==> config.mk <==
export PLATFORM = sky130hd
export DESIGN_NAME = spicc_top
export DESIGN_NICKNAME = d
export VERILOG_FILES = /design/src/hw/spicc_pkg.sv /design/src/hw/spicc_top.sv
export SDC_FILE = /design/constraint.sdc
export NUM_CORES = 1
export LEC_CHECK = 0
export ABC_AREA = 1
export BUFFER_PORTS_ARGS = -buffer_cell sky130_fd_sc_hd__clkbuf_2
export CAP_MARGIN = 15
export CORE_MARGIN = 2
export CORE_UTILIZATION = 25
export CTS_BUF_LIST = sky130_fd_sc_hd__clkbuf_4
export CTS_CLUSTER_SIZE = 8
export DETAILED_ROUTE_END_ITERATION = 10
export GPL_TIMING_DRIVEN = 0
export PLACE_DENSITY = 0.49
export SLEW_MARGIN = 20
export SYNTH_ARGS = -nofsm -noshare
export SYNTH_HDL_FRONTEND = slang
export SYNTH_SLANG_ARGS = --single-unit
==> constraint.sdc <==
create_clock -name core_clk -period 2.71 [get_ports core_clk]
set_input_delay 0.813 -clock core_clk [delete_from_list [all_inputs] [get_ports core_clk]]
set_output_delay 0.813 -clock core_clk [all_outputs]
set_load 0.005 [all_outputs]
==> src/hw/spicc_pkg.sv <==
// Constants for the serial unit control/configuration block.
// Assumes one core clock; all offsets are byte addresses on the plain register port.
package spicc_pkg;

  // Register offsets
  localparam logic [7:0]  CTRL_A_OFS      = 8'h00;
  localparam logic [7:0]  STATUS_OFS      = 8'h10;
  localparam logic [7:0]  MATCH_OFS       = 8'h14;
  localparam logic [7:0]  DATA_OFS        = 8'h18;
  localparam logic [7:0]  SYNC_OFS        = 8'h1C;

  // Control A field positions
  localparam int          SOFT_RESET_BIT  = 0;
  localparam int          ENABLE_BIT      = 1;
  localparam int          MODE_LSB        = 2;
  localparam int          KEEP_RUN_BIT    = 7;
  localparam int          NOTIFY_BIT      = 8;
  localparam int          OUT_PAD_LSB     = 16;
  localparam int          IN_PAD_LSB      = 20;
  localparam int          FRAME_FORMAT_LSB        = 24;
  localparam int          PHASE_BIT       = 28;
  localparam int          IDLE_BIT        = 29;
  localparam int          ORDER_BIT       = 30;
  localparam logic [31:0] CTRL_A_WMASK    = 32'h7F33_019C;
  localparam logic [31:0] CTRL_A_RESET    = 32'h0000_0000;

  // Status and sync field positions
  localparam int          OVF_BIT         = 2;
  localparam int          BUSY_BIT        = 3;
  localparam int          SYNC_SR_BIT     = 0;
  localparam int          SYNC_EN_BIT     = 1;

  // Encodings
  localparam logic [2:0]  MODE_SLAVE      = 3'h2;
  localparam logic [2:0]  MODE_MASTER     = 3'h3;
  localparam logic [3:0]  FRAME_FORMAT_PLAIN      = 4'h0;
  localparam logic [3:0]  FRAME_FORMAT_ADDR       = 4'h2;
  localparam logic [7:0]  MATCH_RESET     = 8'h00;
  localparam logic [7:0]  DATA_RESET      = 8'h00;

  // Timing counts in core clock cycles and character length in bits
  localparam int          SCK_HALF_CYCLES = 4;
  localparam int          SYNC_DIV_CYCLES = 4;
  localparam int          CHAR_BITS       = 8;

  typedef enum logic [1:0] {
    SPICC_IDLE   = 2'b00,
    SPICC_ACTIVE = 2'b01,
    SPICC_SKIP   = 2'b11
  } spicc_state_t;

endpackage

==> src/hw/spicc_top.sv <==
// Control register, pad mapping and minimal shift engine of a serial unit
// acting as SPI master or slave.
// Assumes pads arrive asynchronously; sleep_req comes from core_clk logic.
//
// Decided for this implementation: strobed register access.
`timescale 1ns/1ns
`default_nettype none

module spicc_top #(
  parameter int SCK_HALF = spicc_pkg::SCK_HALF_CYCLES,
  parameter int SYNC_DIV = spicc_pkg::SYNC_DIV_CYCLES
) (
  input  wire logic        core_clk,
  input  wire logic        nrst,
  input  wire logic [7:0]  reg_addr,
  input  wire logic [31:0] reg_wdata,
  input  wire logic        reg_wr,
  input  wire logic        reg_rd,
  output logic      [31:0] reg_rdata,
  input  wire logic [3:0]  pad_in,
  output logic      [3:0]  pad_out,
  output logic      [3:0]  pad_oe_n,
  input  wire logic        sleep_req,
  output logic             gclk_run,
  output logic             wake_req
);

  generate
    if (SCK_HALF < 1 || SCK_HALF > 65535 || SYNC_DIV < 1 || SYNC_DIV > 255) begin : g_bad
      $error("spicc_top: divider parameter out of range");
    end
  endgenerate

  ////////////////////////////////////////////////////////////////////////////
  // Pad map decoding

  function automatic logic [1:0] dout_pad(input logic [1:0] sel);
    case (sel)
      2'h0:    dout_pad = 2'h0;
      2'h1:    dout_pad = 2'h2;
      2'h2:    dout_pad = 2'h3;
      default: dout_pad = 2'h0;
    endcase
  endfunction

  function automatic logic [1:0] sck_pad(input logic [1:0] sel);
    case (sel)
      2'h0:    sck_pad = 2'h1;
      2'h1:    sck_pad = 2'h3;
      2'h2:    sck_pad = 2'h1;
      default: sck_pad = 2'h3;
    endcase
  endfunction

  function automatic logic [1:0] ss_pad(input logic [1:0] sel);
    ss_pad = sel[0] ? 2'h1 : 2'h2;
  endfunction

  ////////////////////////////////////////////////////////////////////////////
  // State declarations

  logic [31:0]             ctrl_reg;
  logic [7:0]              match_reg;
  logic [7:0]              tx_data_reg;
  logic                    tx_pend_reg;
  logic [7:0]              rx_data_reg;
  logic                    rx_valid_reg;
  logic                    ovf_flag_reg;
  logic                    ovf_pend_reg;
  logic                    pend_en_reg;
  logic                    pend_sr_reg;
  logic                    req_tgl_reg;
  logic                    ack_b1_reg;
  logic                    ack_b2_reg;
  logic                    req_p1_reg;
  logic                    req_p2_reg;
  logic                    ack_tgl_reg;
  logic                    en_active_reg;
  logic [7:0]              sync_cnt_reg;
  logic [3:0]              pin_s1_reg;
  logic [3:0]              pin_s2_reg;
  logic [3:0]              pin_s3_reg;
  spicc_pkg::spicc_state_t state_reg;
  spicc_pkg::spicc_state_t state_next;
  logic [7:0]              tx_sh_reg;
  logic [7:0]              rx_sh_reg;
  logic [3:0]              bit_cnt_reg;
  logic                    first_reg;
  logic                    sck_lvl_reg;
  logic [15:0]             half_cnt_reg;
  logic [4:0]              edge_cnt_reg;

  ////////////////////////////////////////////////////////////////////////////
  // Field and strobe decoding

  wire       wr_ctrl    = reg_wr && reg_addr == spicc_pkg::CTRL_A_OFS;
  wire       wr_status  = reg_wr && reg_addr == spicc_pkg::STATUS_OFS;
  wire       wr_match   = reg_wr && reg_addr == spicc_pkg::MATCH_OFS;
  wire       wr_data    = reg_wr && reg_addr == spicc_pkg::DATA_OFS;
  wire       rx_read    = reg_rd && reg_addr == spicc_pkg::DATA_OFS;
  wire [2:0] mode       = ctrl_reg[spicc_pkg::MODE_LSB +: 3];
  wire       is_master  = mode == spicc_pkg::MODE_MASTER;
  wire       is_slave   = mode == spicc_pkg::MODE_SLAVE;
  wire       keep_run   = ctrl_reg[spicc_pkg::KEEP_RUN_BIT];
  wire       notify_now = ctrl_reg[spicc_pkg::NOTIFY_BIT];
  wire [1:0] out_sel    = ctrl_reg[spicc_pkg::OUT_PAD_LSB +: 2];
  wire [1:0] in_sel     = ctrl_reg[spicc_pkg::IN_PAD_LSB +: 2];
  wire [3:0] frame_format       = ctrl_reg[spicc_pkg::FRAME_FORMAT_LSB +: 4];
  wire       clock_sample_phase       = ctrl_reg[spicc_pkg::PHASE_BIT];
  wire       clock_idle_level       = ctrl_reg[spicc_pkg::IDLE_BIT];
  wire       lsb_first  = ctrl_reg[spicc_pkg::ORDER_BIT];

  ////////////////////////////////////////////////////////////////////////////
  // Control register write path

  // protection covers both the written bit and the applied state
  wire        protect    = ctrl_reg[spicc_pkg::ENABLE_BIT] | en_active_reg;
  wire [31:0] prot_field = protect ? (ctrl_reg & spicc_pkg::CTRL_A_WMASK)
                                   : (reg_wdata & spicc_pkg::CTRL_A_WMASK);
  // enable stays writable; ignored only while a sync is in flight
  wire        en_bit     = pend_en_reg ? ctrl_reg[spicc_pkg::ENABLE_BIT]
                                       : reg_wdata[spicc_pkg::ENABLE_BIT];
  // soft reset wins over every other field of the same write
  wire        sr_write   = wr_ctrl && !pend_sr_reg && reg_wdata[spicc_pkg::SOFT_RESET_BIT];
  // only enable and soft reset writes raise a pending flag
  wire        en_write   = wr_ctrl && !pend_sr_reg && !sr_write && !pend_en_reg &&
                           (reg_wdata[spicc_pkg::ENABLE_BIT] != ctrl_reg[spicc_pkg::ENABLE_BIT]);
  wire        sync_done  = (pend_en_reg | pend_sr_reg) && ack_b2_reg == req_tgl_reg;
  wire [31:0] ctrl_next  = sr_write ? (spicc_pkg::CTRL_A_RESET | 32'h0000_0001)
                         : (wr_ctrl && !pend_sr_reg)
                           ? (prot_field | {30'h0, en_bit, 1'b0}) : ctrl_reg;

  always_ff @(posedge core_clk) begin
    if (!nrst || (sync_done && pend_sr_reg)) begin
      ctrl_reg    <= spicc_pkg::CTRL_A_RESET;
      match_reg   <= spicc_pkg::MATCH_RESET;
      tx_data_reg <= spicc_pkg::DATA_RESET;
    end else begin
      ctrl_reg <= ctrl_next;
      if (wr_match && !protect && !pend_sr_reg) begin
        match_reg <= reg_wdata[7:0];
      end
      if (wr_data && !pend_sr_reg) begin
        tx_data_reg <= reg_wdata[7:0];
      end
    end
  end

  // pending raised on write, cleared by returning acknowledge
  // soft reset bit and its pending flag drop in the same cycle
  // request toggles when no crossing is in flight, or on a soft reset write during an enable sync
  always_ff @(posedge core_clk) begin
    if (!nrst) begin
      pend_en_reg <= 1'b0;
      pend_sr_reg <= 1'b0;
      req_tgl_reg <= 1'b0;
      ack_b1_reg  <= 1'b0;
      ack_b2_reg  <= 1'b0;
    end else begin
      ack_b1_reg <= ack_tgl_reg;
      ack_b2_reg <= ack_b1_reg;
      if (sr_write || en_write) begin
        pend_sr_reg <= sr_write;
        pend_en_reg <= en_write;
        req_tgl_reg <= ~req_tgl_reg;
      end else if (sync_done) begin
        pend_sr_reg <= 1'b0;
        pend_en_reg <= 1'b0;
      end
    end
  end

  ////////////////////////////////////////////////////////////////////////////
  // Peripheral side of the crossing, paced by a divider tick

  wire periph_tick = sync_cnt_reg == 8'(SYNC_DIV - 1);

  always_ff @(posedge core_clk) begin
    if (!nrst) begin
      sync_cnt_reg  <= 8'h00;
      req_p1_reg    <= 1'b0;
      req_p2_reg    <= 1'b0;
      ack_tgl_reg   <= 1'b0;
      en_active_reg <= 1'b0;
    end else begin
      sync_cnt_reg <= periph_tick ? 8'h00 : sync_cnt_reg + 8'h01;
      if (periph_tick) begin
        req_p1_reg <= req_tgl_reg;
        req_p2_reg <= req_p1_reg;
        if (req_p2_reg != ack_tgl_reg) begin
          en_active_reg <= ctrl_reg[spicc_pkg::ENABLE_BIT] & !pend_sr_reg;
          ack_tgl_reg   <= req_p2_reg;
        end
      end
    end
  end

  ////////////////////////////////////////////////////////////////////////////
  // Pad synchronisers and link edge detection

  always_ff @(posedge core_clk) begin
    if (!nrst) begin
      pin_s1_reg <= 4'hF;
      pin_s2_reg <= 4'hF;
      pin_s3_reg <= 4'hF;
    end else begin
      pin_s1_reg <= pad_in;
      pin_s2_reg <= pin_s1_reg;
      pin_s3_reg <= pin_s2_reg;
    end
  end

  wire [1:0] do_idx  = dout_pad(out_sel);
  wire [1:0] sck_idx = sck_pad(out_sel);
  // slave select pad is read only in slave operation
  wire [1:0] ss_idx  = ss_pad(out_sel);
  // data input routed from the selected pad
  wire       din     = pin_s2_reg[in_sel];
  wire       ss_n    = is_slave ? pin_s2_reg[ss_idx] : 1'b1;
  wire       ss_fall = is_slave && pin_s3_reg[ss_idx] && !pin_s2_reg[ss_idx];
  wire       sck_s   = pin_s2_reg[sck_idx];
  wire       run     = en_active_reg && state_reg != spicc_pkg::SPICC_IDLE;

  wire m_edge   = run && is_master && half_cnt_reg == 16'(SCK_HALF - 1);
  wire s_edge   = run && is_slave && !ss_n && sck_s != pin_s3_reg[sck_idx];
  wire edge_evt = m_edge | s_edge;
  wire new_lvl  = is_master ? ~sck_lvl_reg : sck_s;
  // leading edge is the one leaving the idle level
  wire lead     = new_lvl != clock_idle_level;
  // phase picks which edge samples and which changes
  wire sample   = edge_evt && (lead ^ clock_sample_phase);
  wire change   = edge_evt && !(lead ^ clock_sample_phase);
  wire char_end = sample && bit_cnt_reg == 4'(spicc_pkg::CHAR_BITS - 1);
  wire [7:0] rx_shift = lsb_first ? {din, rx_sh_reg[7:1]} : {rx_sh_reg[6:0], din};
  wire [7:0] tx_shift = lsb_first ? {1'b0, tx_sh_reg[7:1]} : {tx_sh_reg[6:0], 1'b0};
  wire       tx_bit   = lsb_first ? tx_sh_reg[0] : tx_sh_reg[7];

  ////////////////////////////////////////////////////////////////////////////
  // Frame sequencing

  // slave without standby run drops reception in sleep
  wire drop_rx  = is_slave && sleep_req && !keep_run;
  // master without standby run starts nothing new in sleep
  wire m_start  = en_active_reg && is_master && tx_pend_reg &&
                  state_reg == spicc_pkg::SPICC_IDLE && !(sleep_req && !keep_run);
  wire s_start  = en_active_reg && ss_fall && !drop_rx;
  wire m_finish = m_edge && edge_cnt_reg == 5'(2 * spicc_pkg::CHAR_BITS - 1);
  // addressed frames only in slave with format 0x2
  wire addr_chr = is_slave && frame_format == spicc_pkg::FRAME_FORMAT_ADDR && first_reg;
  // first byte of an addressed frame checked against match register
  wire addr_ok  = rx_shift == match_reg;
  wire deliver  = char_end && state_reg == spicc_pkg::SPICC_ACTIVE && !addr_chr;
  wire char_evt = char_end && state_reg == spicc_pkg::SPICC_ACTIVE;

  always_comb begin
    state_next = state_reg;
    unique case (state_reg)
      spicc_pkg::SPICC_IDLE: begin
        if (m_start || s_start) begin
          state_next = spicc_pkg::SPICC_ACTIVE;
        end
      end
      spicc_pkg::SPICC_ACTIVE: begin
        if (char_end && addr_chr && !addr_ok) begin
          state_next = spicc_pkg::SPICC_SKIP;
        end
      end
      spicc_pkg::SPICC_SKIP: begin
        state_next = spicc_pkg::SPICC_SKIP;
      end
      default: begin
        state_next = spicc_pkg::SPICC_IDLE;
      end
    endcase
    if (!en_active_reg || drop_rx || m_finish || (is_slave && ss_n)) begin
      state_next = spicc_pkg::SPICC_IDLE;
    end
  end

  always_ff @(posedge core_clk) begin
    if (!nrst) begin
      state_reg    <= spicc_pkg::SPICC_IDLE;
      sck_lvl_reg  <= 1'b0;
      half_cnt_reg <= 16'h0000;
      edge_cnt_reg <= 5'h00;
    end else begin
      state_reg    <= state_next;
      sck_lvl_reg  <= run && is_master ? (m_edge ? ~sck_lvl_reg : sck_lvl_reg) : clock_idle_level;
      half_cnt_reg <= (!run || m_edge) ? 16'h0000 : half_cnt_reg + 16'h0001;
      edge_cnt_reg <= !run ? 5'h00 : edge_cnt_reg + 5'(m_edge);
    end
  end

  always_ff @(posedge core_clk) begin
    if (!nrst) begin
      tx_sh_reg   <= 8'h00;
      rx_sh_reg   <= 8'h00;
      bit_cnt_reg <= 4'h0;
      first_reg   <= 1'b0;
    end else if (m_start || s_start || (char_end && is_slave)) begin
      tx_sh_reg   <= tx_data_reg;
      rx_sh_reg   <= rx_shift;
      bit_cnt_reg <= 4'h0;
      first_reg   <= !char_end;
    end else begin
      // Shift only after a bit was sampled so phase one keeps its first bit
      if (change && bit_cnt_reg != 4'h0) begin
        tx_sh_reg <= tx_shift;
      end
      if (sample) begin
        rx_sh_reg   <= rx_shift;
        bit_cnt_reg <= bit_cnt_reg + 4'h1;
      end
    end
  end

  ////////////////////////////////////////////////////////////////////////////
  // Transmit holding, receive buffer and overflow

  wire ovf_evt = deliver && rx_valid_reg && !rx_read;
  // immediate mode flags at once; stream mode when prior data is read
  wire ovf_set = notify_now ? ovf_evt : (ovf_pend_reg && rx_read);
  wire ovf_clr = wr_status && reg_wdata[spicc_pkg::OVF_BIT];

  always_ff @(posedge core_clk) begin
    if (!nrst || (sync_done && pend_sr_reg)) begin
      tx_pend_reg  <= 1'b0;
      rx_data_reg  <= spicc_pkg::DATA_RESET;
      rx_valid_reg <= 1'b0;
      ovf_flag_reg <= 1'b0;
      ovf_pend_reg <= 1'b0;
    end else begin
      tx_pend_reg  <= (wr_data && !pend_sr_reg) || (tx_pend_reg && !m_start);
      rx_valid_reg <= deliver || (rx_valid_reg && !rx_read);
      if (deliver && !ovf_evt) begin
        rx_data_reg <= rx_shift;
      end
      // Set wins over a clear in the same cycle
      ovf_flag_reg <= ovf_set || (ovf_flag_reg && !ovf_clr);
      ovf_pend_reg <= (ovf_evt && !notify_now) || (ovf_pend_reg && !rx_read);
    end
  end

  ////////////////////////////////////////////////////////////////////////////
  // Pads, sleep handshake and register read

  // data out, clock and select placed by output pad select
  // master leaves the select pad undriven
  wire drv_do  = en_active_reg && (is_master || (is_slave && run && !ss_n));
  wire drv_sck = en_active_reg && is_master;
  logic [3:0] pad_out_next;
  logic [3:0] pad_oe_n_next;

  genvar gi;
  generate
    for (gi = 0; gi < 4; gi++) begin : g_pad
      wire is_do  = do_idx == 2'(gi);
      wire is_sck = sck_idx == 2'(gi);
      assign pad_out_next[gi]  = is_do ? tx_bit : (is_sck && sck_lvl_reg);
      assign pad_oe_n_next[gi] = !((is_do && drv_do) || (is_sck && drv_sck));
    end
  endgenerate

  // slave in standby wakes on receive done
  // master events wake the system in either setting
  wire wake_next = sleep_req && char_evt && (is_master || keep_run);
  // master clock gated only once its transaction has ended
  // standby run keeps the clock request up
  wire gclk_next = keep_run || !sleep_req || (is_master && run);

  wire [31:0] status_word = {28'h0, run, ovf_flag_reg, 1'b0, rx_valid_reg};
  wire [31:0] sync_word   = {30'h0, pend_en_reg, pend_sr_reg};
  wire [31:0] rd_word     = reg_addr == spicc_pkg::CTRL_A_OFS ? ctrl_reg
                          : reg_addr == spicc_pkg::STATUS_OFS ? status_word
                          : reg_addr == spicc_pkg::MATCH_OFS  ? {24'h0, match_reg}
                          : reg_addr == spicc_pkg::DATA_OFS   ? {24'h0, rx_data_reg}
                          : reg_addr == spicc_pkg::SYNC_OFS   ? sync_word : 32'h0000_0000;

  always_ff @(posedge core_clk) begin
    if (!nrst) begin
      reg_rdata <= 32'h0000_0000;
      pad_out   <= 4'h0;
      pad_oe_n  <= 4'hF;
      gclk_run  <= 1'b1;
      wake_req  <= 1'b0;
    end else begin
      reg_rdata <= reg_rd ? rd_word : 32'h0000_0000;
      pad_out   <= pad_out_next;
      pad_oe_n  <= pad_oe_n_next;
      gclk_run  <= gclk_next;
      wake_req  <= wake_next;
    end
  end

endmodule

`default_nettype wire

Word level (Yosys, flattened, before mapping)
Index checks and enable logic that the tools add are counted.

Add/subtract/negate cells: 4. $lt $le $gt $ge: 3. Eq/ne operators: 30. Multiplexer cells: 44. Bitwise operators: 9. Reduce and logical (&&, ||, !) cells: 137.

Operator list (number): two-way mux 8 bit (9); logical AND 1 bit (70); two-way mux 31 bit (2); equality test 8 x 5 -> 1 bit, second input constant (4); bitwise OR 31 x 2 -> 31 bit (1); logical NOT 1 bit (26); two-way mux 1 bit (21); logical OR 1 bit (20); adder 16 x 1 -> 16 bit, second input constant (1); equality test 16 x 2 -> 1 bit, second input constant (1); equality test 2 bit, second input constant (6); OR reduction 2 bit (6); binary-select mux 1 bit (select 2 bit) (5); two-way mux 2 bit (5); nonzero test 2 bit (5); < comparator 2 x 3 -> 1 bit, second input constant (3); adder 8 x 1 -> 8 bit, second input constant (1); equality test 2 x 1 -> 1 bit, second input constant (4); equality test 8 x 2 -> 1 bit, second input constant (1); equality test 8 bit (1); logical NOT 2 bit (4); logical NOT 8 bit (1); AND reduction 2 bit (4); equality test 3 x 2 -> 1 bit, second input constant (2); 16 further kinds (24).

Bits in registers: 175. Input port bits: 49. Word-level logic and storage cells: 262.

Longest topological paths before layout
Gate-level depths: netlist of the first run.

Word-level depth: 16. Depth in mapped cells: 15. Gate-level depth less buffers: 13.

Least setup slack after synthesis of the first run
Ideal clock, no wire load.

Kind: input to register. Start: input reg_addr[1]. End: register ctrl_reg[17]. Setup time: 124 ps. Arrival: 2054 ps. Slack: 531 ps. Stages on the path: 9. Buffers on the path: 1. Cells stage by stage: nor2_1 > nand2_1 > nor2_1 > nand2_1 > nor2_1 > inv_1 > clkbuf_1 > nand2_1 > a21oi_1.

Word-level cells in the longest chain between the ends: 5.

RTL lines: start, declared (line spicc_top.sv:15) `input wire logic [7:0] reg_addr,`; logical NOT 8 bit (*) (line spicc_top.sv:96) `wire wr_ctrl = reg_wr && reg_addr == spicc_pkg::CTRL_A_OFS;`; logical AND 1 bit (*) (line spicc_top.sv:96); logical AND 1 bit (*) (line spicc_top.sv:124, spicc_top.sv:130); logical AND 1 bit (line spicc_top.sv:124) `wire sr_write = wr_ctrl && !pend_sr_reg && reg_wdata[spicc_pkg::SOFT_RESET_BIT];`; OR reduction 2 bit (no source line); end signal, assigned (line spicc_top.sv:135) `ctrl_reg <= spicc_pkg::CTRL_A_RESET;`; end signal, assigned (line spicc_top.sv:139) `ctrl_reg <= ctrl_next;`; end, declared (line spicc_top.sv:62) `logic [31:0] ctrl_reg;`.

Every way passes the cells marked *; elsewhere a longest branch is shown, timed or not. A chain may end at the register's enable or synchronous reset.

Final worst setup path of the first run
Start: input reg_addr[1]. End: register ctrl_reg[30].

Same word-level chain as after synthesis.

==> flow_metrics.py, run 1 <==
metrics = {
    "synth": {
        "async_reset_ff_share_pct": 0,
        "syn_area_um2": 6680,
        "synth_common_cells": "208 x nand2_1, 149 x dfxtp_1, 118 x inv_1, 112 x nor2_1, 66 x a21oi_1",
        "ys.flop_type": "dfxtp_1",
        "synth-seq-cells": 149,
        "yosysUniqueCellTypes": 49,
        "synth_edf_count": 0,
        "seq_area_frac_synth_pct": 44.7,
        "yosysMostFrequentCell": "nand2_1",
        "syn_avg_cell_area_um2": 7.30,
        "synth_area_leader_cell": "dfxtp_1",
        "syn_inst": 915,
        "synth_top_area_share_pct": 44.7,
        "yosysWarnings": 0,
        "synth.area.top_cells": "dfxtp_1 45%, nand2_1 12%, inv_1 6.6%",
    },
    "clock_tree": {
        "htreeDepth": 4,
        "path_clk_slew_ns": 0.12,
        "cts_buffer_depth": 2,
        "root_buffer": "clkbuf_4",
        "cts_tree": "built",
        "cts-resized-gates": 0,
        "cts_sinks": 149,
        "insertion_delay_ns": 0.57,
        "cts_hold_buf": 0,
        "cts_buffers": 17,
        "post-cts-setup-buffers": 0,
    },
    "timing": {
        "fmax_ghz": 0.414,
        "skew_ns": 0.0158,
        "worst_slack_ns": 0.295,
        "final-setup-viol-count": 0,
        "grt_setup_unrepaired": "no",
        "tightest_slew_ns": 0.747,
        "slew_violations": 0,
        "hold_viol": 0,
        "finalCritPeriodShare_pct": 89.1,
        "finalCriticalPeriod_ns": 2.42,
        "relSlewSlack_pct": 50.0,
    },
    "power_and_ir_drop": {
        "powerDensity_nw_per_um2": 495,
        "power_leakage_uw": 0.00315,
        "vdd_drop_max_v": 0.000196,
    },
    "detailed_routing": {
        "vias": 5889,
        "finalWirelength_um": 17700,
        "first_iter_violations": 385,
        "drtPass1Iterations": 8,
        "drc_errors": 2,
        "wl_per_cell_um": 13.0,
        "ant_nets": 0,
        "vias_per_cell": 4.33,
    },
    "floorplan": {
        "dieArea_um2": 28000,
        "coreArea_um2": 26100,
        "fp.dieW_um": 167,
        "io_pins": 91,
        "dieHeight_um": 167,
        "initial_core_util_pct": 25.5,
        "row_count": 59,
    },
    "run_status": {
        "violations": "design-rule violations",
        "outcome": "complete, but fails checks",
    },
    "global_routing": {
        "grt_pass1_vias": 5411,
        "antenna_found_initial": 1,
        "grt_max_degree": 17,
        "grt_overflow": 0,
        "grt_pass1_wl_um": 28300,
        "track_usage_pct": 12.8,
    },
    "place": {
        "port_buffers": 66,
        "gp_congestion": 0.823,
        "dp_slack_ns": -0.305,
        "hpwl_um": 13600,
    },
    "worst_setup_path": {
        "required_ns": 3.16,
        "path_class": "in2reg",
        "start_kind": "input pin",
        "critPathCaptureType": "flip-flop",
        "cp.arrival_ns": 2.87,
        "path_max_fanout": 10,
    },
    "run": {
        "maxCapViolations": 0,
    },
    "final_layout": {
        "area_growth_pct": 16.2,
        "fin_nets": 1070,
        "largest_register_ffs": 20,
        "fin_util_pct": 29.7,
        "post_route_cells_drive_above_1_share_pct": 15.0,
        "fill_cells": 2923,
    },
    "hold_path": {
        "hold_path_class": "reg2reg",
    },
}
final cells by class:
type                       count  area, um^2  share of cell area, %
antenna                        1        2.50                 0.0322
sequential                   149        2980                   38.4
inverter                     128         483                   6.22
tap                          335         419                   5.40
clock buffer                  21         158                   2.03
buffer                        36         201                   2.60
timing repair buffer          66         330                   4.26
multi-input combinational    613        3050                   39.3
clock inverter                10         133                   1.71
placed cells by master, fill, tap and decap left out, drive strengths merged:
cell      instances
buf              21
o2111a            1
dfxtp           149
a21oi            67
o211ai            2
diode             1
inv             126
bufinv            3
a211oi            8
a21boi            1
o22ai             2
nor3b             6
nand4            32
a221oi            3
clkinvlp          1
xor2             14
xnor2             5
o32ai             1
clkinv            8
a31oi             1
o21bai            2
nor4              3
o221ai            1
clkbuf          102
nand2           215
nor2            115
nand3            44
o31ai             2
ha               10
o21ai            43
o21a              2
or2               9
conb             12
nor3             12
worst paths after layout:
| path | slack [ns] | endpoint | depth (start not counted) | from |
|---|---|---|---|---|
| max reg2reg | 0.47 | ctrl_reg[30]$_SDFFE_PP0P_ | 9 | pend_sr_reg$_SDFFE_PN0P_ |
| max | 0.29 | ctrl_reg[30]$_SDFFE_PP0P_ | 10 | reg_addr[1] |
| min reg2reg | 0.42 | pin_s2_reg[1]$_SDFF_PN1_ | 1 | pin_s1_reg[1]$_SDFF_PN1_ |
| min | 0.42 | pin_s2_reg[1]$_SDFF_PN1_ | 1 | pin_s1_reg[1]$_SDFF_PN1_ |
where the power goes:
| group | internal, uW | leakage, uW | switching [uW] | total, uW |
|---|---|---|---|---|
| logic | 58.6 | 0.00179 | 96.1 | 155 |
| registers | 2210 | 0.00120 | 8.35 | 2210 |
| clock network | 669 | 0.000158 | 805 | 1470 |
| total | 2930 | 0.00315 | 909 | 3840 |
per-layer routing:
| metal | wire (um) | global-route usage [%] | up-vias |
|---|---|---|---|
| met2 | 8590 | 21.5 | 90 |
| met4 | 180 | 3.33 | 0 |
| met3 | 608 | 3.33 | 17 |
| met5 | 0 | 0 | - |
| li1 | - | - | 3099 |
| met1 | 8270 | 16.3 | 2683 |
worst max-delay path, cell delays in order:
cell	delay [ns]
clkbuf_2	0.08
nor2_1	0.17
nand2_1	0.11
nor2_1	0.14
nand2_1	0.13
nor2_1	0.60
inv_1	0.32
clkbuf_1	0.32
nand2_1	0.11
a21oi_1	0.07
per-stage QoR:
stage / hold WS (ns) / power, uW / instance area (um^2) / std cells / setup TNS (ns)
after floorplan: 0.390 / 2350 / 6720 / 926 / 0
final: 0.417 / 3840 / 7760 / 1359 / 0
after global placement: 0.395 / 2420 / 7470 / 1327 / -2.59
after CTS: 0.386 / 3880 / 7760 / 1358 / 0
after detailed placement: 0.398 / 2420 / 7470 / 1327 / -3.19
after global routing: 0.378 / 4010 / 7760 / 1359 / 0
cells by family after synthesis:
group / synth area share (%)
AO/OA/AOI/OAI: 11.3
XOR/XNOR: 2.49
adder cells (fa/ha/maj): 1.87
buffers and inverters: 10.3
flip-flops: 44.7
other: 0.0562
AND/OR/NAND/NOR: 29.3
Power figures use the tool's default switching activity.
==> run 2: changes to the inputs <==
GPL_ROUTABILITY_DRIVEN = 0   (was not set)
GPL_TIMING_DRIVEN = not set   (was 0)
RECOVER_POWER = 25   (was not set)
==> flow_metrics.py, run 2 (synthesis results as in run 1) <==
metrics = {
    "worst_setup_path": {
        "path_max_fanout": 23,
        "cp.arrival_ns": 2.71,
        "start_kind": "input pin",
        "path_class": "in2reg",
        "critPathCaptureType": "flip-flop",
        "required_ns": 3.18,
    },
    "run": {
        "maxCapViolations": 0,
    },
    "final_layout": {
        "fin_nets": 1055,
        "final-instance-count-excl-fill": 1345,
        "area_growth_pct": 16.1,
        "largest_register_ffs": 20,
        "layout_common_cells": "208 x nand2_1, 149 x dfxtp_1, 118 x inv_1",
        "post_route_cells_drive_above_1_share_pct": 14.7,
        "final_common_cell": "nand2_1",
    },
    "global_routing": {
        "grt_overflow": 0,
        "grt_pass1_wl_um": 28800,
        "track_usage_pct": 12.9,
        "grt_max_degree": 24,
        "antenna_found_initial": 1,
        "grt_pass1_vias": 5698,
    },
    "detailed_routing": {
        "ant_nets": 0,
        "vias": 5852,
        "finalWirelength_um": 17500,
        "drc_errors": 1,
        "drtPass1Iterations": 10,
        "vias_per_cell": 4.35,
        "wl_per_cell_um": 13.0,
        "first_iter_violations": 298,
    },
    "clock_tree": {
        "cts_buffer_depth": 2,
        "post-cts-setup-buffers": 0,
        "root_buffer": "clkbuf_4",
        "htreeDepth": 4,
        "cts-resized-gates": 0,
        "cts_hold_buf": 0,
        "cts_tree": "built",
        "insertion_delay_ns": 0.56,
        "path_clk_slew_ns": 0.12,
        "cts_sinks": 149,
        "cts_buffers": 17,
    },
    "timing": {
        "hold_viol": 0,
        "grt_setup_unrepaired": "no",
        "fmax_ghz": 0.445,
        "tightest_slew_ns": 1.22,
        "relSlewSlack_pct": 18.5,
        "finalCriticalPeriod_ns": 2.25,
        "slew_violations": 0,
        "final-setup-viol-count": 0,
        "worst_slack_ns": 0.463,
        "skew_ns": 0.0276,
        "finalCritPeriodShare_pct": 82.9,
        "setup_tns_ns": 0,
    },
    "place": {
        "port_buffers": 66,
        "dpl.cell_count": 1312,
        "dp_slack_ns": 0.315,
        "hpwl_um": 13200,
    },
    "hold_path": {
        "hold_path_class": "reg2reg",
    },
    "run_status": {
        "outcome": "complete, but fails checks",
        "violations": "design-rule violations",
    },
    "floorplan": {
        "dieArea_um2": 28000,
        "dieHeight_um": 167,
        "initial_core_util_pct": 25.5,
        "fp.dieW_um": 167,
        "io_pins": 91,
        "row_count": 59,
        "coreArea_um2": 26100,
    },
    "power_and_ir_drop": {
        "power_leakage_uw": 0.00312,
        "powerDensity_nw_per_um2": 521,
        "vdd_drop_max_v": 0.000257,
    },
}
==> run 2: cell count changes in the layout (fill, tap and decap cells not counted), sizes merged <==
cell / change
clkinv: -3
clkbuf: -10
clkinvlp: +2
buf: -6
bufinv: +2
inv: +1
==> run 2: per-layer routing <==
| metal | share of wire (%) | up-vias | GRT usage (%) |
|---|---|---|---|
| met5 | 0 | - | 0 |
| met4 | 0.75 | 0 | 2.91 |
| met3 | 3.4 | 10 | 3.03 |
| met2 | 49 | 97 | 22.5 |
| met1 | 47 | 2670 | 16.3 |
| li1 | - | 3075 | - |
==> run 2: cell type report <==
type,count,area (um^2)
fillers,2932,18400
diodes,1,2.50
inverters,128,483
clock inverters,12,203
multi-input cells,613,3050
flip-flops and latches,149,2980
repair buffers,87,463
clock buffers,20,150
well taps,335,419
==> run 2: worst paths after layout <==
| check | cells past startpoint | to | slack [ns] | startpoint |
|---|---|---|---|---|
| min | 1 | pin_s2_reg[3]$_SDFF_PN1_ | 0.42 | pin_s1_reg[3]$_SDFF_PN1_ |
| min reg2reg | 1 | pin_s2_reg[3]$_SDFF_PN1_ | 0.42 | pin_s1_reg[3]$_SDFF_PN1_ |
| max | 6 | state_reg[0]$_SDFFE_PP0P_ | 0.46 | nrst |
| max reg2reg | 10 | rx_data_reg[3]$_SDFFE_PP0P_ | 0.49 | en_active_reg$_SDFFE_PN0P_ |
==> run 2: where the power goes <==
part | internal [uW] | switching, uW | leakage, uW
logic | 48.2 | 94.0 | 0.00174
registers | 2210 | 8.07 | 0.00120
clock network | 858 | 826 | 0.000177
==> run 2: worst max-delay path, cell delays in order <==
cell and delay, ns:
clkbuf_1 0.49, inv_1 0.12, clkbuf_1 0.53, a31oi_1 0.43, nand3_1 0.12, o31ai_1 0.20
==> run 2: per-stage QoR <==
| stage | power [uW] | utilization (%) | area (um^2) | hold slack (ns) |
|---|---|---|---|---|
| 3_3_place_gp | 2410 | 28.4 | 7420 | 0.395 |
| 3_5_place_dp | 2410 | 28.4 | 7420 | 0.399 |
| 6_report | 4040 | 29.7 | 7750 | 0.423 |
| 5_1_grt | 4230 | 29.7 | 7750 | 0.399 |
| 2_1_floorplan | 2350 | - | 6720 | 0.390 |
| 4_1_cts | 4120 | 29.8 | 7780 | 0.390 |
